$ cat src/hw/flr_pkg.sv
package flr_pkg;

  // register port map
  localparam logic [7:0] CTRL_OFS       = 8'h00;
  localparam logic [7:0] FAST_TRIM_OFS  = 8'h01;
  localparam logic [7:0] SLOW_TRIM_OFS  = 8'h02;
  localparam logic [7:0] UNMAPPED_DATA  = 8'h00;

  // self_program_control field positions
  localparam int PSE_BIT  = 0;
  localparam int LFRS_BIT = 3;
  localparam int TRS_BIT  = 5;

  // reset values
  localparam logic [7:0] CTRL_RST  = 8'h00;
  localparam logic [7:0] RDATA_RST = 8'h00;

  // arming windows in clock cycles
  localparam logic [2:0] LOAD_WIN  = 3'h3;
  localparam logic [2:0] STORE_WIN = 3'h4;

  // lock/fuse pointer codes
  localparam logic [15:0] FUSE_LO_PTR  = 16'h0000;
  localparam logic [15:0] LOCK_PTR     = 16'h0001;
  localparam logic [15:0] FUSE_EXT_PTR = 16'h0002;
  localparam logic [15:0] FUSE_HI_PTR  = 16'h0003;

  // table byte addresses (core side, byte addressed)
  localparam logic [15:0] TBL_ID0     = 16'h0000;
  localparam logic [15:0] TBL_FAST    = 16'h0001;
  localparam logic [15:0] TBL_ID1     = 16'h0002;
  localparam logic [15:0] TBL_TEMP_A  = 16'h0003;
  localparam logic [15:0] TBL_ID2     = 16'h0004;
  localparam logic [15:0] TBL_TEMP_B  = 16'h0005;
  localparam logic [15:0] TBL_RSVD6   = 16'h0006;
  localparam logic [15:0] TBL_SLOW    = 16'h0007;
  localparam logic [15:0] TBL_TS_GAIN = 16'h002C;
  localparam logic [15:0] TBL_TS_OFFS = 16'h002D;
  localparam logic [7:0]  RESERVED_BYTE = 8'hFF;

  // flash geometry: 512 pages of 16 words
  localparam int FLASH_WORD_BITS = 4;
  localparam int FLASH_PAGE_BITS = 9;
  localparam int FLASH_WORD_LSB  = 1;
  localparam int FLASH_PAGE_LSB  = 5;

  // eeprom geometry: 64 pages of 4 bytes
  localparam int EE_ADDR_BITS = 8;
  localparam int EE_BYTE_BITS = 2;
  localparam int EE_PAGE_BITS = 6;

  typedef struct packed {
    logic       valid;
    logic [7:0] data;
  } flr_ans_s;

  typedef struct packed {
    logic                       we;
    logic [FLASH_PAGE_BITS-1:0] page;
    logic [FLASH_WORD_BITS-1:0] word;
    logic [15:0]                data;
  } flr_pbuf_s;

endpackage

$ cat src/hw/flr_readback.sv
// Notes on behaviour
// [RQ1] core reads the table by byte index; external programmers use word addresses
// [RQ2] three-byte identification held in table, readable even when locked
// [RQ3] identification at bytes 0x00, 0x02, 0x04, calibration at odd bytes
// [RQ4] fast trim at 0x01, slow trim at 0x07, byte 0x06 reserved
// [RQ5] temperature trims at 0x03 and 0x05, one byte each
// [RQ6] sensor gain at 0x2C unsigned fixed point, offset at 0x2D
// [RQ7] sensor offset byte is signed two's complement
// [RQ8] during reset calibration bytes are copied into both trim registers
// [RQ9] programmed fuse and lock bits read as zero, unprogrammed as one
// [RQ10] arm lock/fuse read, load within three cycles returns fuse data
// [RQ11] armed bits clear on completion, no load in three, no store in four
// [RQ12] with arm bits clear, load returns ordinary flash contents
// [RQ13] armed load with pointer 0x0001 returns lock byte
// [RQ14] armed load with pointer 0x0000 returns low fuse byte
// [RQ15] armed load with pointer 0x0003 returns high fuse byte
// [RQ16] armed load with pointer 0x0002 returns extended fuse byte
// [RQ17] table read: pointer index, arm table select, load returns table byte
// [RQ18] flash is 512 pages of 16 words, word and page fields
// [RQ19] eeprom is 64 pages of 4 bytes, byte and page fields
// [RQ20] store-enable alone: next store writes word pair to page buffer
// [RQ21] reserved table indices return all ones
//
// Implementation choices: the register offsets and the plain strobed port.
module flr_readback
  import flr_pkg::*;
#(
  parameter logic [7:0] ID_BYTE0 = 8'hA5, // arbitrary value
  parameter logic [7:0] ID_BYTE1 = 8'h5A, // arbitrary value
  parameter logic [7:0] ID_BYTE2 = 8'h3C  // arbitrary value
) (
  input  wire logic        CLK,            // system clock
  input  wire logic        SRST,           // synchronous reset
  input  wire logic [7:0]  REG_ADDR,       // register address
  input  wire logic [7:0]  REG_WDATA,      // register write data
  input  wire logic        REG_WR,         // register write strobe
  input  wire logic        REG_RD,         // register read strobe
  output logic      [7:0]  REG_RDATA,      // register read data
  input  wire logic        LOAD_REQ,       // core load instruction
  input  wire logic        STORE_REQ,      // core program_store_instruction
  input  wire logic [15:0] PTR,            // pointer register
  input  wire logic [15:0] STORE_DATA,     // word pair to store
  input  wire logic [7:0]  FLASH_BYTE,     // flash byte at pointer
  output flr_ans_s         LOAD_ANS,       // load answer
  output flr_pbuf_s        PAGEBUF,        // page buffer write
  input  wire logic [7:0]  NV_LOCK_PROG,   // lock bits, 1 = programmed
  input  wire logic [7:0]  NV_FUSE_LO_PROG, // low fuses, 1 = programmed
  input  wire logic [7:0]  NV_FUSE_HI_PROG, // high fuses, 1 = programmed
  input  wire logic [7:0]  NV_FUSE_EXT_PROG, // extended fuses, 1 = programmed
  input  wire logic [7:0]  CAL_FAST,       // stored fast oscillator calibration
  input  wire logic [7:0]  CAL_SLOW,       // stored slow oscillator calibration
  input  wire logic [7:0]  CAL_TEMP_A,     // stored temperature trim a
  input  wire logic [7:0]  CAL_TEMP_B,     // stored temperature trim b
  input  wire logic [7:0]  CAL_TS_GAIN,    // stored sensor gain
  input  wire logic [7:0]  CAL_TS_OFFS,    // stored sensor offset
  output logic      [7:0]  FAST_OSC_TRIM,  // fast_osc_trim register
  output logic      [7:0]  SLOW_OSC_TRIM,  // slow_osc_trim register
  input  wire logic [7:0]  EE_ADDR,        // eeprom byte address
  output logic      [5:0]  EE_PAGE,        // eeprom page field
  output logic      [1:0]  EE_BYTE         // eeprom byte-in-page field
);

  if (EE_ADDR_BITS != EE_PAGE_BITS + EE_BYTE_BITS) begin : g_ee_chk
    $error("eeprom address split does not cover the address");
  end

  if (LOAD_WIN >= STORE_WIN) begin : g_win_chk
    $error("load window must end before the store window");
  end

  logic       pse_q;
  logic       lfrs_q;
  logic       trs_q;
  logic [2:0] age_q;
  logic       ctrl_wr;
  logic       armed_lf;
  logic       armed_ts;
  logic       store_only;
  logic       load_hit;
  logic       expire;
  logic [7:0] lf_byte;
  logic [7:0] tbl_byte;
  logic [7:0] ctrl_view;

  assign ctrl_wr    = REG_WR && (REG_ADDR == CTRL_OFS);
  assign armed_lf   = pse_q && lfrs_q;
  assign armed_ts   = pse_q && trs_q && !lfrs_q;
  assign store_only = pse_q && !lfrs_q && !trs_q;
  assign load_hit   = LOAD_REQ && (armed_lf || armed_ts) && (age_q < LOAD_WIN); // RQ10
  // read arms expire after the load window, store arm after the store window
  assign expire = (lfrs_q || trs_q) ? (age_q == LOAD_WIN - 3'h1)
                                    : (age_q == STORE_WIN - 3'h1); // RQ11

  // self_program_control arming and auto clear
  always_ff @(posedge CLK) begin
    if (SRST) begin
      pse_q  <= CTRL_RST[PSE_BIT];
      lfrs_q <= CTRL_RST[LFRS_BIT];
      trs_q  <= CTRL_RST[TRS_BIT];
      age_q  <= 3'h0;
    end else if (ctrl_wr) begin
      pse_q  <= REG_WDATA[PSE_BIT];
      lfrs_q <= REG_WDATA[PSE_BIT] && REG_WDATA[LFRS_BIT];
      trs_q  <= REG_WDATA[PSE_BIT] && REG_WDATA[TRS_BIT];
      age_q  <= 3'h0;
    end else if (pse_q) begin
      if (load_hit || STORE_REQ || expire) begin // RQ11
        pse_q  <= 1'b0;
        lfrs_q <= 1'b0;
        trs_q  <= 1'b0;
        age_q  <= 3'h0;
      end else begin
        age_q <= age_q + 3'h1;
      end
    end
  end

  // lock and fuse readback, programmed bits read as zero
  always_comb begin
    case (PTR)
      LOCK_PTR:     lf_byte = ~NV_LOCK_PROG;     // RQ13 RQ9
      FUSE_LO_PTR:  lf_byte = ~NV_FUSE_LO_PROG;  // RQ14 RQ9
      FUSE_HI_PTR:  lf_byte = ~NV_FUSE_HI_PROG;  // RQ15 RQ9
      FUSE_EXT_PTR: lf_byte = ~NV_FUSE_EXT_PROG; // RQ16 RQ9
      default:      lf_byte = RESERVED_BYTE;
    endcase
  end

  // table indexed by byte address
  always_comb begin
    case (PTR) // RQ1 RQ17
      TBL_ID0:     tbl_byte = ID_BYTE0;    // RQ2 RQ3
      TBL_ID1:     tbl_byte = ID_BYTE1;    // RQ2 RQ3
      TBL_ID2:     tbl_byte = ID_BYTE2;    // RQ2 RQ3
      TBL_FAST:    tbl_byte = CAL_FAST;    // RQ4
      TBL_SLOW:    tbl_byte = CAL_SLOW;    // RQ4
      TBL_TEMP_A:  tbl_byte = CAL_TEMP_A;  // RQ5
      TBL_TEMP_B:  tbl_byte = CAL_TEMP_B;  // RQ5
      TBL_TS_GAIN: tbl_byte = CAL_TS_GAIN; // RQ6
      TBL_TS_OFFS: tbl_byte = CAL_TS_OFFS; // RQ6 RQ7
      TBL_RSVD6:   tbl_byte = RESERVED_BYTE; // RQ4 RQ21
      default:     tbl_byte = RESERVED_BYTE; // RQ21
    endcase
  end

  // load answer one cycle after the request
  always_ff @(posedge CLK) begin
    if (SRST) begin
      LOAD_ANS <= '0;
    end else begin
      LOAD_ANS.valid <= LOAD_REQ;
      if (LOAD_REQ) begin
        if (load_hit && armed_lf) begin
          LOAD_ANS.data <= lf_byte; // RQ10
        end else if (load_hit) begin
          LOAD_ANS.data <= tbl_byte; // RQ17
        end else begin
          LOAD_ANS.data <= FLASH_BYTE; // RQ12
        end
      end
    end
  end

  // page buffer write, pointer lsb ignored
  always_ff @(posedge CLK) begin
    if (SRST) begin
      PAGEBUF <= '0;
    end else begin
      PAGEBUF.we <= STORE_REQ && store_only; // RQ20
      if (STORE_REQ && store_only) begin
        PAGEBUF.word <= PTR[FLASH_WORD_LSB +: FLASH_WORD_BITS]; // RQ18
        PAGEBUF.page <= PTR[FLASH_PAGE_LSB +: FLASH_PAGE_BITS]; // RQ18
        PAGEBUF.data <= STORE_DATA; // RQ20
      end
    end
  end

  // eeprom address split
  always_ff @(posedge CLK) begin
    if (SRST) begin
      EE_PAGE <= '0;
      EE_BYTE <= '0;
    end else begin
      EE_PAGE <= EE_ADDR[EE_BYTE_BITS +: EE_PAGE_BITS]; // RQ19
      EE_BYTE <= EE_ADDR[EE_BYTE_BITS-1:0]; // RQ19
    end
  end

  // trims take the stored calibration while reset is held
  always_ff @(posedge CLK) begin
    if (SRST) begin
      FAST_OSC_TRIM <= CAL_FAST; // RQ8
      SLOW_OSC_TRIM <= CAL_SLOW; // RQ8
    end else if (REG_WR) begin
      if (REG_ADDR == FAST_TRIM_OFS) begin
        FAST_OSC_TRIM <= REG_WDATA;
      end
      if (REG_ADDR == SLOW_TRIM_OFS) begin
        SLOW_OSC_TRIM <= REG_WDATA;
      end
    end
  end

  always_comb begin
    ctrl_view           = 8'h00;
    ctrl_view[PSE_BIT]  = pse_q;
    ctrl_view[LFRS_BIT] = lfrs_q;
    ctrl_view[TRS_BIT]  = trs_q;
  end

  // register read port
  always_ff @(posedge CLK) begin
    if (SRST) begin
      REG_RDATA <= RDATA_RST;
    end else if (REG_RD) begin
      case (REG_ADDR)
        CTRL_OFS:      REG_RDATA <= ctrl_view;
        FAST_TRIM_OFS: REG_RDATA <= FAST_OSC_TRIM;
        SLOW_TRIM_OFS: REG_RDATA <= SLOW_OSC_TRIM;
        default:       REG_RDATA <= UNMAPPED_DATA;
      endcase
    end else begin
      REG_RDATA <= RDATA_RST;
    end
  end

  logic quiet;
  assign quiet = !LOAD_REQ && !STORE_REQ && !ctrl_wr;
endmodule // flr_readback

$ cat config.mk
export PLATFORM = sky130hd
export DESIGN_NAME = flr_readback
export DESIGN_NICKNAME = d
export VERILOG_FILES = /design/src/hw/flr_pkg.sv /design/src/hw/flr_readback.sv
export SDC_FILE = /design/constraint.sdc
export NUM_CORES = 1
export LEC_CHECK = 0
export BUFFER_PORTS_ARGS = -buffer_cell sky130_fd_sc_hd__buf_2
export CORE_ASPECT_RATIO = 0.6
export CORE_UTILIZATION = 40
export CTS_CLUSTER_SIZE = 8
export DETAILED_ROUTE_END_ITERATION = 8
export PLACE_DENSITY = 0.77
export SYNTH_ARGS = -nofsm -noshare
export SYNTH_HDL_FRONTEND = slang
export SYNTH_SLANG_ARGS = --single-unit
$ cat constraint.sdc
create_clock -name CLK -period 1.8 [get_ports CLK]
set_input_delay 0 -clock CLK [delete_from_list [all_inputs] [get_ports CLK]]
set_output_delay 0 -clock CLK [all_outputs]
set_load 0.1 [all_outputs]
# Word-level counts from Yosys, hierarchy flattened

Index checks and enable logic that the tools add are counted.

Bitwise logic cells: 5
Reductions and logical operators: 30
Order comparisons: 1
Equality and inequality tests: 12
$add $sub $neg: 1
Multiplexer cells: 20

Operators by type and width:

| cell                | number |
|---|---|
| $pmux 8 s9          | 1 |
| $mux 8              | 8 |
| $eq 16x3->1 const B | 3 |
| $eq 16x2->1 const B | 2 |
| $eq 16x6->1 const B | 2 |
| $not 8->8           | 4 |
| $pmux 8 s4          | 1 |
| $pmux 8 s3          | 1 |
| $eq 16x1->1 const B | 1 |
| $logic_not 16->1    | 1 |
| $logic_and 1x1->1   | 12 |
| $reduce_bool 2->1   | 5 |
| $eq 8x1->1 const B  | 1 |
| $eq 8x2->1 const B  | 1 |
| $logic_not 8->1     | 1 |
| $mux 1              | 8 |
| $eq 3x2->1 const B  | 2 |
| $reduce_and 2->1    | 3 |
| $logic_or 1x1->1    | 4 |
| $reduce_or 2->1     | 2 |
| $add 3x1->3 const B | 1 |
| $lt 3x2->1 const B  | 1 |
| $mux 3              | 1 |
| $logic_not 1->1     | 2 |
| $not 1->1           | 1 |

Input bits: 150
Logic and storage cells: 84
Register bits after elaboration: 77

# Longest topological paths before layout

Gate-level depths: netlist of run 1.

Word-level depth: 10
Depth in mapped cells: 7
Mapped depth without buffers: 7

# Worst setup path after synthesis of run 1

OpenSTA, ideal clock, no wires.

Path type: flip-flop to flip-flop
From: register pse_q
To: register LOAD_ANS[7] (netlist bit)
Setup slack: 94 ps
Data required time: 1678 ps
Arrival time: 1584 ps
Stages on the path, launching flop included: 7
Cells stage by stage: dfxtp_1 > clkbuf_2 > nor2b_1 > nand4_1 > a211oi_1 > o2111ai_1 > a221o_1

Longest elaborated chain between the ends: 7

RTL lines:

| item                                        | RTL line                                 | source |
|---|---|---|
| start, declared                             | flr_readback.sv:71                       | `logic pse_q;` |
| start signal, assigned                      | flr_readback.sv:97                       | `pse_q <= CTRL_RST[PSE_BIT];` |
| start signal, assigned                      | flr_readback.sv:102                      | `pse_q <= REG_WDATA[PSE_BIT];` |
| $logic_and 1x1->1 (2 in a row)              | flr_readback.sv:87                       | `assign armed_ts = pse_q && trs_q && !lfrs_q;` |
| $logic_or 1x1->1                            | flr_readback.sv:89                       | `assign load_hit = LOAD_REQ && (armed_lf \|\| armed_ts) && (age_q < LOAD_WIN);` |
| $logic_and 1x1->1 (2 in a row)              | flr_readback.sv:89                       |  |
| $mux 8 or $logic_and 1x1->1 (tied branches) | flr_readback.sv:155, flr_readback.sv:153 |  |
| $mux 8 *                                    | flr_readback.sv:153                      | `if (load_hit && armed_lf) begin` |
| end, declared                               | flr_readback.sv:44                       | `output flr_ans_s LOAD_ANS,` |

Every way passes the cells marked *; elsewhere a longest branch is shown, timed or not.
A chain may end at the register's enable or synchronous reset.

# Final worst setup path of run 1

Same ends and word-level chain as after synthesis.

==> impl_results.rst, run 1 <==
.. list-table::
   :header-rows: 1

   * - Metric
     - Value
   * - Result of the run
     - finished, final reports clean
   * - Total negative setup slack
     - 0 ns
   * - End point of the worst hold path
     - SLOW_OSC_TRIM[2]
   * - Maximum count of clock buffers along a single path
     - 2
   * - Async S/R FF share, synth
     - 0%
   * - CP max stage delay
     - 0.38 ns
   * - Number of nets still failing antenna checks after routing
     - 0
   * - Cell area after placement
     - about 5200 sq um
   * - WP data arrival
     - about 2 ns
   * - Cell family contributing the most delay on the critical path
     - compound AO/OA/AOI/OAI gates
   * - Share of the cycle needed by the critical path after routing
     - 99.5%
   * - Setup Skew
     - 0.0115 ns
   * - Clock transition at the registers of the reported paths
     - 0.06 ns
   * - Number of sinks handled by clock tree synthesis
     - 77
   * - Kind of start point of the critical path
     - flop
   * - DRC marker count from the first detailed-route iteration
     - ~240
   * - Hold Slack
     - 0.00681 ns
   * - Launch point of the worst reg-to-reg path
     - pse_q
   * - Vias per cell
     - 5.25
   * - R2r worst-path depth
     - 6
   * - Setup slack of the critical path after layout
     - between 0.009 and 0.01 ns
   * - DR DRC count
     - 0
   * - Count of port buffers added during placement
     - 220
   * - # fillers
     - slightly below 800
   * - Sequential area share after synthesis
     - 43.9%
   * - I/O pin count
     - 221
   * - Final instance area
     - 6080 sq um
   * - Post-placement cell count
     - just under 800
   * - Path type of the worst min-delay path
     - in2reg
   * - Total track usage
     - approximately 28%
   * - Synth Cell Area
     - 3870 sq um
   * - Startpoint of the worst hold path
     - CAL_SLOW[2]
   * - Maximum number of pins on one net before global-route repair
     - 40
   * - Final weighted congestion in routability-driven placement
     - 0.893
   * - Fraction of final layout cells with drive strength greater than 1
     - 38.7%
   * - Highest clock frequency the design can meet
     - 559 MHz
   * - Final antenna diode count
     - 0
   * - Post-Route WL
     - 14,100 microns
   * - Overall via count from detail_route
     - 4,506
   * - Clk Latency, worst-skew pair
     - between 0.3 and 0.4 ns
   * - Relative slew slack
     - 60.6%
   * - Final Hold Vio Count
     - 0
   * - Leftover overflow at the end of global routing
     - 0
   * - Die boundary height
     - 78.2 microns
   * - Synth-to-layout area growth
     - 57.0%
   * - Sequential cell area in the final layout
     - 1700 sq um
   * - Classification of the worst setup path
     - reg2reg
   * - Worst-path cell with the longest stage delay
     - sky130_fd_sc_hd__a221o_1
   * - Largest cells by area after synthesis
     - sky130_fd_sc_hd__dfxtp_1, sky130_fd_sc_hd__edfxtp_1, sky130_fd_sc_hd__nand2_1, sky130_fd_sc_hd__a21oi_1, sky130_fd_sc_hd__mux4_2
   * - Most common cell in the netlist
     - sky130_fd_sc_hd__nand2_1
   * - Antenna violations before repair
     - 0
   * - Number of different library cells in the post-synthesis netlist
     - between 40 and 50
   * - TritonRoute pass-1 iters
     - 5
   * - Initial standard-cell utilization of the core
     - about two fifths
   * - Yosys Warn Count
     - 0
   * - Total chip power
     - 4.81 mW
   * - Power per unit of standard cell area
     - 791 nW/um^2
   * - Vias in the first global route
     - 4,357
   * - Non-Filler Instances
     - 859
   * - Layout Nets
     - 877
   * - DPL Wire Length
     - 10,300 microns
   * - Area used by multi-input combinational logic
     - 2060 sq um
   * - Biggest fanout along the worst timing path
     - 4
   * - Final min period
     - 1.79 ns
   * - Max-slew violation count
     - 0
   * - Die Width
     - approximately 130 microns
   * - DP Worst Slack
     - -0.0444 ns
   * - Core outline area
     - between 9000 and 10,000 sq um
   * - Final core area utilization
     - 65.5%
   * - Inserted Clock Buffers
     - 9
   * - Critical Path Sink Type
     - flop
   * - TritonCTS clock tree
     - done
   * - Placement row count
     - 27
   * - First-pass GRT wire length
     - 21,500 microns
   * - Register-to-Register Setup Slack
     - 0.01 ns
   * - Library cell used as clock root buffer
     - sky130_fd_sc_hd__clkbuf_16
   * - Terminus of the critical flop-to-flop path
     - LOAD_ANS[7]
   * - Flops & latches, synth
     - between 70 and 80
   * - Number of flops mapped to enable cells by yosys
     - 16
   * - Top cell types by occurrence after synthesis
     - sky130_fd_sc_hd__nand2_1, sky130_fd_sc_hd__dfxtp_1, sky130_fd_sc_hd__a21oi_1
   * - Setup violation total in the final timing report
     - 0
   * - Top FF cell, synth
     - sky130_fd_sc_hd__dfxtp_1
   * - Syn nets
     - just under 600
   * - Post-synth top area share
     - 31.5%
   * - Crit-path cells
     - nor2b_2 -> nand4_1 -> buf_4 -> a211oi_2 -> o2111ai_1 -> a221o_1
   * - Max VDD drop
     - around 600 uV
   * - Die Outline Area
     - approximately 10,000 sq um
   * - Critical Path RT
     - 2.02 ns
   * - Post-synthesis cell type with the largest combined area
     - sky130_fd_sc_hd__dfxtp_1
   * - Worst hold path depth
     - 3
   * - MaxCap Viol Count
     - 0
   * - Leakage power of the design
     - 2.77 nW
   * - Avg WL per Cell
     - 16.4 microns
   * - Number of buffers and inverters on the critical path
     - 1
   * - Worst-Margin Slew
     - 0.590 ns
   * - Mapped Avg Cell Area
     - slightly below 9 sq um
   * - Level count of the clock H-tree
     - 3
   * - Synthesized netlist cell count
     - between 400 and 500
-- registers in the layout (all words and copies together) (netlist names) --
| name | flops |
|---|---|
| LOAD_ANS | 9 |
| lfrs_q | 1 |
| age_q | 3 |
| trs_q | 1 |
| REG_RDATA | 8 |
| EE_PAGE | 6 |
| EE_BYTE | 2 |
| pse_q | 1 |
| FAST_OSC_TRIM | 8 |
| SLOW_OSC_TRIM | 8 |
| PAGEBUF | 30 |
-- power breakdown --
part	internal [mW]	leakage [nW]	total, mW	switching (mW)
combinational	0.345	1.96	1.02	0.676
clock	1.21	0.156	1.94	0.724
sequential	1.82	0.651	1.85	0.0278
total	3.38	2.77	4.81	1.43
-- kinds of logic after synthesis --
| group | Yosys count | share of synthesized area (%) |
|---|---|---|
| AND/OR/NAND/NOR | 206 | 25.7 |
| AO/OA/AOI/OAI | 96 | 16.2 |
| flip-flops | 77 | 43.9 |
| buffers and inverters | 36 | 3.75 |
| multiplexers | 26 | 9.43 |
| adder cells (fa/ha/maj) | 3 | 0.969 |
-- worst reg2reg max path: stages (launching register included) --
cell and delay [ns]:
sky130_fd_sc_hd__dfxtp_1 0.34, sky130_fd_sc_hd__nor2b_2 0.24, sky130_fd_sc_hd__nand4_1 0.11, sky130_fd_sc_hd__buf_4 0.17, sky130_fd_sc_hd__a211oi_2 0.26, sky130_fd_sc_hd__o2111ai_1 0.17
sky130_fd_sc_hd__a221o_1 0.38
-- routing by layer --
metal	up-vias	share of wire [%]	routed length (microns)	GRT usage [%]
li1	2139	-	-	-
met3	19	9.6	1360	9.34
met1	2121	42	5930	34.7
met4	0	1.5	212	8.59
met2	227	47	6600	45.8
met5	-	0	0	0
-- what timing repair did --
| item | CTS | global route |
|---|---|---|
| hold endpoints to repair | 52 | 0 |
| pin swaps | 0 | 2 |
| hold buffers | 56 | 0 |
| buffers inserted | 0 | 2 |
| cloned | 0 | 0 |
| resized for setup | 1 | 5 |
| endpoints found under the setup margin | 2 | 8 |
-- final cells by class --
type / count / share of cell area [%]
multi-input cells: 331 / 33.9
repair buffers: 295 / 29.7
flip-flops and latches: 77 / 28.0
clock buffers: 10 / 3.76
well taps: 130 / 2.67
clock inverters: 6 / 1.44
inverters: 10 / 0.617
-- cell usage in the layout, fill, tap and decap left out, types with 2 or more instances in the layout --
master	Yosys	final
sky130_fd_sc_hd__buf_2	6	220
sky130_fd_sc_hd__nand2_1	117	117
sky130_fd_sc_hd__dfxtp_1	61	61
sky130_fd_sc_hd__dlygate4sd3_1	0	56
sky130_fd_sc_hd__a21oi_1	55	55
sky130_fd_sc_hd__nor2_1	20	20
sky130_fd_sc_hd__buf_4	0	19
sky130_fd_sc_hd__edfxtp_1	16	16
sky130_fd_sc_hd__mux2i_1	14	14
sky130_fd_sc_hd__nand3_1	11	11
sky130_fd_sc_hd__inv_1	10	10
sky130_fd_sc_hd__nand2b_1	10	10
sky130_fd_sc_hd__nor2b_1	11	10
sky130_fd_sc_hd__a22oi_1	9	9
sky130_fd_sc_hd__clkbuf_16	0	9
sky130_fd_sc_hd__nor3_1	8	8
sky130_fd_sc_hd__mux4_2	8	8
sky130_fd_sc_hd__a221o_1	8	8
sky130_fd_sc_hd__nand4_1	6	6
sky130_fd_sc_hd__o22ai_1	4	4
sky130_fd_sc_hd__nor4_4	3	4
sky130_fd_sc_hd__o2111ai_1	4	4
sky130_fd_sc_hd__mux2_2	4	4
sky130_fd_sc_hd__o21ai_0	4	4
sky130_fd_sc_hd__ha_1	3	3
sky130_fd_sc_hd__and3_1	2	2
sky130_fd_sc_hd__and4b_1	2	2
sky130_fd_sc_hd__or2_2	2	2
sky130_fd_sc_hd__nand3b_1	2	2
sky130_fd_sc_hd__nor3b_1	2	2
sky130_fd_sc_hd__nor4_1	3	2
sky130_fd_sc_hd__a211oi_2	0	2
sky130_fd_sc_hd__clkinv_4	0	2
sky130_fd_sc_hd__bufinv_16	0	2
sky130_fd_sc_hd__clkinv_2	0	2
-- worst max-delay path by stage --
stage / start / to / slack [ns] / cells after the start
floorplan: pse_q / LOAD_ANS[7] / 0.09 / 6
global placement: PTR[3] / LOAD_ANS[7] / 0.05 / 7
detailed placement: pse_q / LOAD_ANS[7] / -0.04 / 5
CTS: pse_q / LOAD_ANS[5] / 0.0007 / 5
global route: pse_q / LOAD_ANS[7] / -0.06 / 6
finish: pse_q / LOAD_ANS[7] / 0.01 / 6
No activity file was read; power rests on OpenSTA's default activity.
==> run 2, diff against run 1 <==
--- a/config.mk
+++ b/config.mk
@@ -5,7 +5,7 @@
 export SDC_FILE = /design/constraint.sdc
 export NUM_CORES = 1
 export LEC_CHECK = 0
-export BUFFER_PORTS_ARGS = -buffer_cell sky130_fd_sc_hd__buf_2
+export BUFFER_PORTS_ARGS = -buffer_cell sky130_fd_sc_hd__buf_4
 export CORE_ASPECT_RATIO = 0.6
 export CORE_UTILIZATION = 40
 export CTS_CLUSTER_SIZE = 8
==> impl_results.rst, run 2 (synthesis gave the netlist of run 1 again) <==
.. list-table::
   :header-rows: 1

   * - Metric
     - Value
   * - Result of the run
     - finished, final reports clean (unchanged)
   * - Maximum number of pins on one net before global-route repair
     - 31 (was 40)
   * - TritonCTS clock tree
     - done (unchanged)
   * - Die boundary height
     - 78.2 microns (unchanged)
   * - Vias per cell
     - 5.31 (was 5.25)
   * - Worst-Margin Slew
     - 0.659 ns (was 0.590 ns)
   * - Overall via count from detail_route
     - 4,620 (was 4,506)
   * - Level count of the clock H-tree
     - 3 (unchanged)
   * - Number of nets still failing antenna checks after routing
     - 0 (unchanged)
   * - I/O pin count
     - 221 (unchanged)
   * - DP Worst Slack
     - 0.0139 ns (was -0.0444 ns)
   * - Leftover overflow at the end of global routing
     - 0 (unchanged)
   * - Core outline area
     - 9290 sq um (unchanged)
   * - Register name with the most flops
     - PAGEBUF (unchanged)
   * - Cell area after placement
     - 5730 sq um (was 5160 sq um)
   * - R2r worst-path depth
     - 6 (unchanged)
   * - WP data arrival
     - 1.97 ns (was 2.01 ns)
   * - Library cell used as clock root buffer
     - sky130_fd_sc_hd__clkbuf_16 (unchanged)
   * - Number of buffers and inverters on the critical path
     - 2 (was 1)
   * - Worst hold path depth
     - 4 (was 3)
   * - Setup violation total in the final timing report
     - 0 (unchanged)
   * - Inserted Clock Buffers
     - 9 (unchanged)
   * - First-pass GRT wire length
     - 22,700 microns (was 21,500 microns)
   * - Classification of the worst setup path
     - in2reg (was reg2reg)
   * - Path type of the worst min-delay path
     - in2reg (unchanged)
   * - Unrepaired setup endpoints after global routing
     - false
   * - Setup slack of the critical path after layout
     - 0.0582 ns (was 0.00964 ns)
   * - Relative slew slack
     - 56.0% (was 60.6%)
   * - Synth-to-layout area growth
     - 73.9% (was 57.0%)
   * - Count of cell instances traversed by the critical path
     - 7 (was 6)
   * - Fraction of final layout cells with drive strength greater than 1
     - 38.2% (was 38.7%)
   * - DR DRC count
     - 0 (unchanged)
   * - Cell family contributing the most delay on the critical path
     - compound AO/OA/AOI/OAI gates (unchanged)
   * - Worst-path cell with the longest stage delay
     - sky130_fd_sc_hd__dlygate4sd3_1 (was sky130_fd_sc_hd__a221o_1)
   * - Kind of start point of the critical path
     - input pin (was flop)
   * - Biggest fanout along the worst timing path
     - 10 (was 4)
   * - Number of sinks handled by clock tree synthesis
     - 77 (unchanged)
   * - Final antenna diode count
     - 0 (unchanged)
   * - Final instance area
     - 6740 sq um (was 6080 sq um)
   * - Max-slew violation count
     - 0 (unchanged)
   * - Placement row count
     - 27 (unchanged)
   * - Setup Skew
     - 0.00568 ns (was 0.0115 ns)
   * - DPL Wire Length
     - 10,600 microns (was 10,300 microns)
   * - Vias in the first global route
     - 4,639 (was 4,357)
   * - Critical Path Sink Type
     - flop (unchanged)
   * - Share of the cycle needed by the critical path after routing
     - 96.8% (was 99.5%)
   * - Clk Latency, worst-skew pair
     - 0.33 ns (was 0.34 ns)
   * - Die Outline Area
     - 10,100 sq um (unchanged)
   * - Most frequent cells in the layout
     - sky130_fd_sc_hd__buf_4, sky130_fd_sc_hd__nand2_1, sky130_fd_sc_hd__dlygate4sd3_1, sky130_fd_sc_hd__dfxtp_1, sky130_fd_sc_hd__a21oi_1 (was sky130_fd_sc_hd__buf_2, sky130_fd_sc_hd__nand2_1, sky130_fd_sc_hd__dfxtp_1, sky130_fd_sc_hd__dlygate4sd3_1, sky130_fd_sc_hd__a21oi_1)
   * - Total track usage
     - 29.6% (was 27.9%)
   * - Final weighted congestion in routability-driven placement
     - 0.853 (was 0.893)
   * - Die Width
     - 129 microns (unchanged)
   * - Maximum count of clock buffers along a single path
     - 2 (unchanged)
   * - Max VDD drop
     - 433 uV (was 606 uV)
   * - Post-Route WL
     - 15,100 microns (was 14,100 microns)
   * - Crit-path cells
     - dlygate4sd3_1 -> buf_4 -> nor4_1 -> and3_2 -> a311oi_2 -> o2111ai_1 -> a221o_1 (was nor2b_2 -> nand4_1 -> buf_4 -> a211oi_2 -> o2111ai_1 -> a221o_1)
   * - Final Hold Vio Count
     - 0 (unchanged)
   * - Highest clock frequency the design can meet
     - 574 MHz (was 559 MHz)
   * - TritonRoute pass-1 iters
     - 5 (unchanged)
   * - Top flop regs
     - PAGEBUF x30, LOAD_ANS x9 (unchanged)
   * - Leakage power of the design
     - 2.96 nW (was 2.77 nW)
   * - Final min period
     - 1.74 ns (was 1.79 ns)
   * - CP max stage delay
     - 0.56 ns (was 0.38 ns)
   * - Total negative setup slack
     - 0 ns (unchanged)
   * - MaxCap Viol Count
     - 0 (unchanged)
   * - Hold Slack
     - 0.0213 ns (was 0.00681 ns)
   * - Initial standard-cell utilization of the core
     - 41.7% (unchanged)
   * - Layout Nets
     - 888 (was 877)
   * - Avg WL per Cell
     - 17.3 microns (was 16.4 microns)
   * - Leading cell type in the layout, fill and taps excluded
     - sky130_fd_sc_hd__buf_4 (was sky130_fd_sc_hd__buf_2)
   * - Number of flip-flops in the largest register
     - 30 (unchanged)
   * - Clock transition at the registers of the reported paths
     - 0.06 ns (about the same)
   * - Critical Path RT
     - 2.03 ns (was 2.02 ns)
   * - # fillers
     - 697 (was 789)
   * - DRC marker count from the first detailed-route iteration
     - 316 (was 238)
   * - Power per unit of standard cell area
     - 741 nW/um^2 (was 791 nW/um^2)
   * - Count of port buffers added during placement
     - 220 (unchanged)
   * - Antenna violations before repair
     - 0 (unchanged)
-- run 2: tightest hold or removal path: stages --
cell and delay, ns:
sky130_fd_sc_hd__buf_4 0.08, sky130_fd_sc_hd__nand2_1 0.04, sky130_fd_sc_hd__nand4_1 0.08, sky130_fd_sc_hd__a221o_1 0.13
-- run 2: path summary, 6_finish.rpt --
kind                       from     endpoint  slack, ns
setup / recovery         PTR[7]  LOAD_ANS[1]       0.06
hold / removal    CAL_TEMP_B[2]  LOAD_ANS[2]       0.02
setup reg to reg          pse_q  LOAD_ANS[7]       0.12
hold reg to reg      PAGEBUF[8]   PAGEBUF[8]       0.46
-- run 2: per-stage QoR --
stage	utilization [%]	total power, mW	std cells
floorplan	-	2.50	444
global placement	61.7	2.91	788
detailed placement	61.7	2.93	788
CTS	72.1	5.00	868
global route	72.5	5.14	870
finish	72.5	4.99	870
-- run 2: where the power goes --
group | switching [mW] | internal, mW
combinational | 0.691 | 0.484
sequential | 0.0296 | 1.82
clock | 0.721 | 1.24
total | 1.44 | 3.55
-- run 2: repair_timing --
| action | CTS | global route |
|---|---|---|
| resized for setup | 0 | 3 |
| hold buffers | 64 | 0 |
| buffers inserted | 0 | 2 |
| endpoints found under the setup margin | 0 | 8 |
| hold endpoints to repair | 56 | 0 |
-- run 2: routing by layer --
| layer | share of wire [%] | global-route usage (%) | wire [microns] | up-vias |
|---|---|---|---|---|
| met4 | 1.6 | 9.06 | 243 | 0 |
| met2 | 48 | 50.8 | 7200 | 250 |
| met5 | 0 | 0 | 0 | - |
| met1 | 40 | 35.4 | 6080 | 2181 |
| li1 | - | - | - | 2168 |
| met3 | 10 | 9.27 | 1540 | 21 |
-- run 2: area by class of cell --
| class | instances | area, sq um | area share (%) |
|---|---|---|---|
| multi-input cells | 331 | 2050 | 30.4 |
| repair buffers | 306 | 2460 | 36.5 |
| inverters | 10 | 37.5 | 0.557 |
| flip-flops and latches | 77 | 1700 | 25.3 |
| clock buffers | 12 | 279 | 4.14 |
| well taps | 130 | 163 | 2.41 |
| clock inverters | 4 | 51.3 | 0.761 |
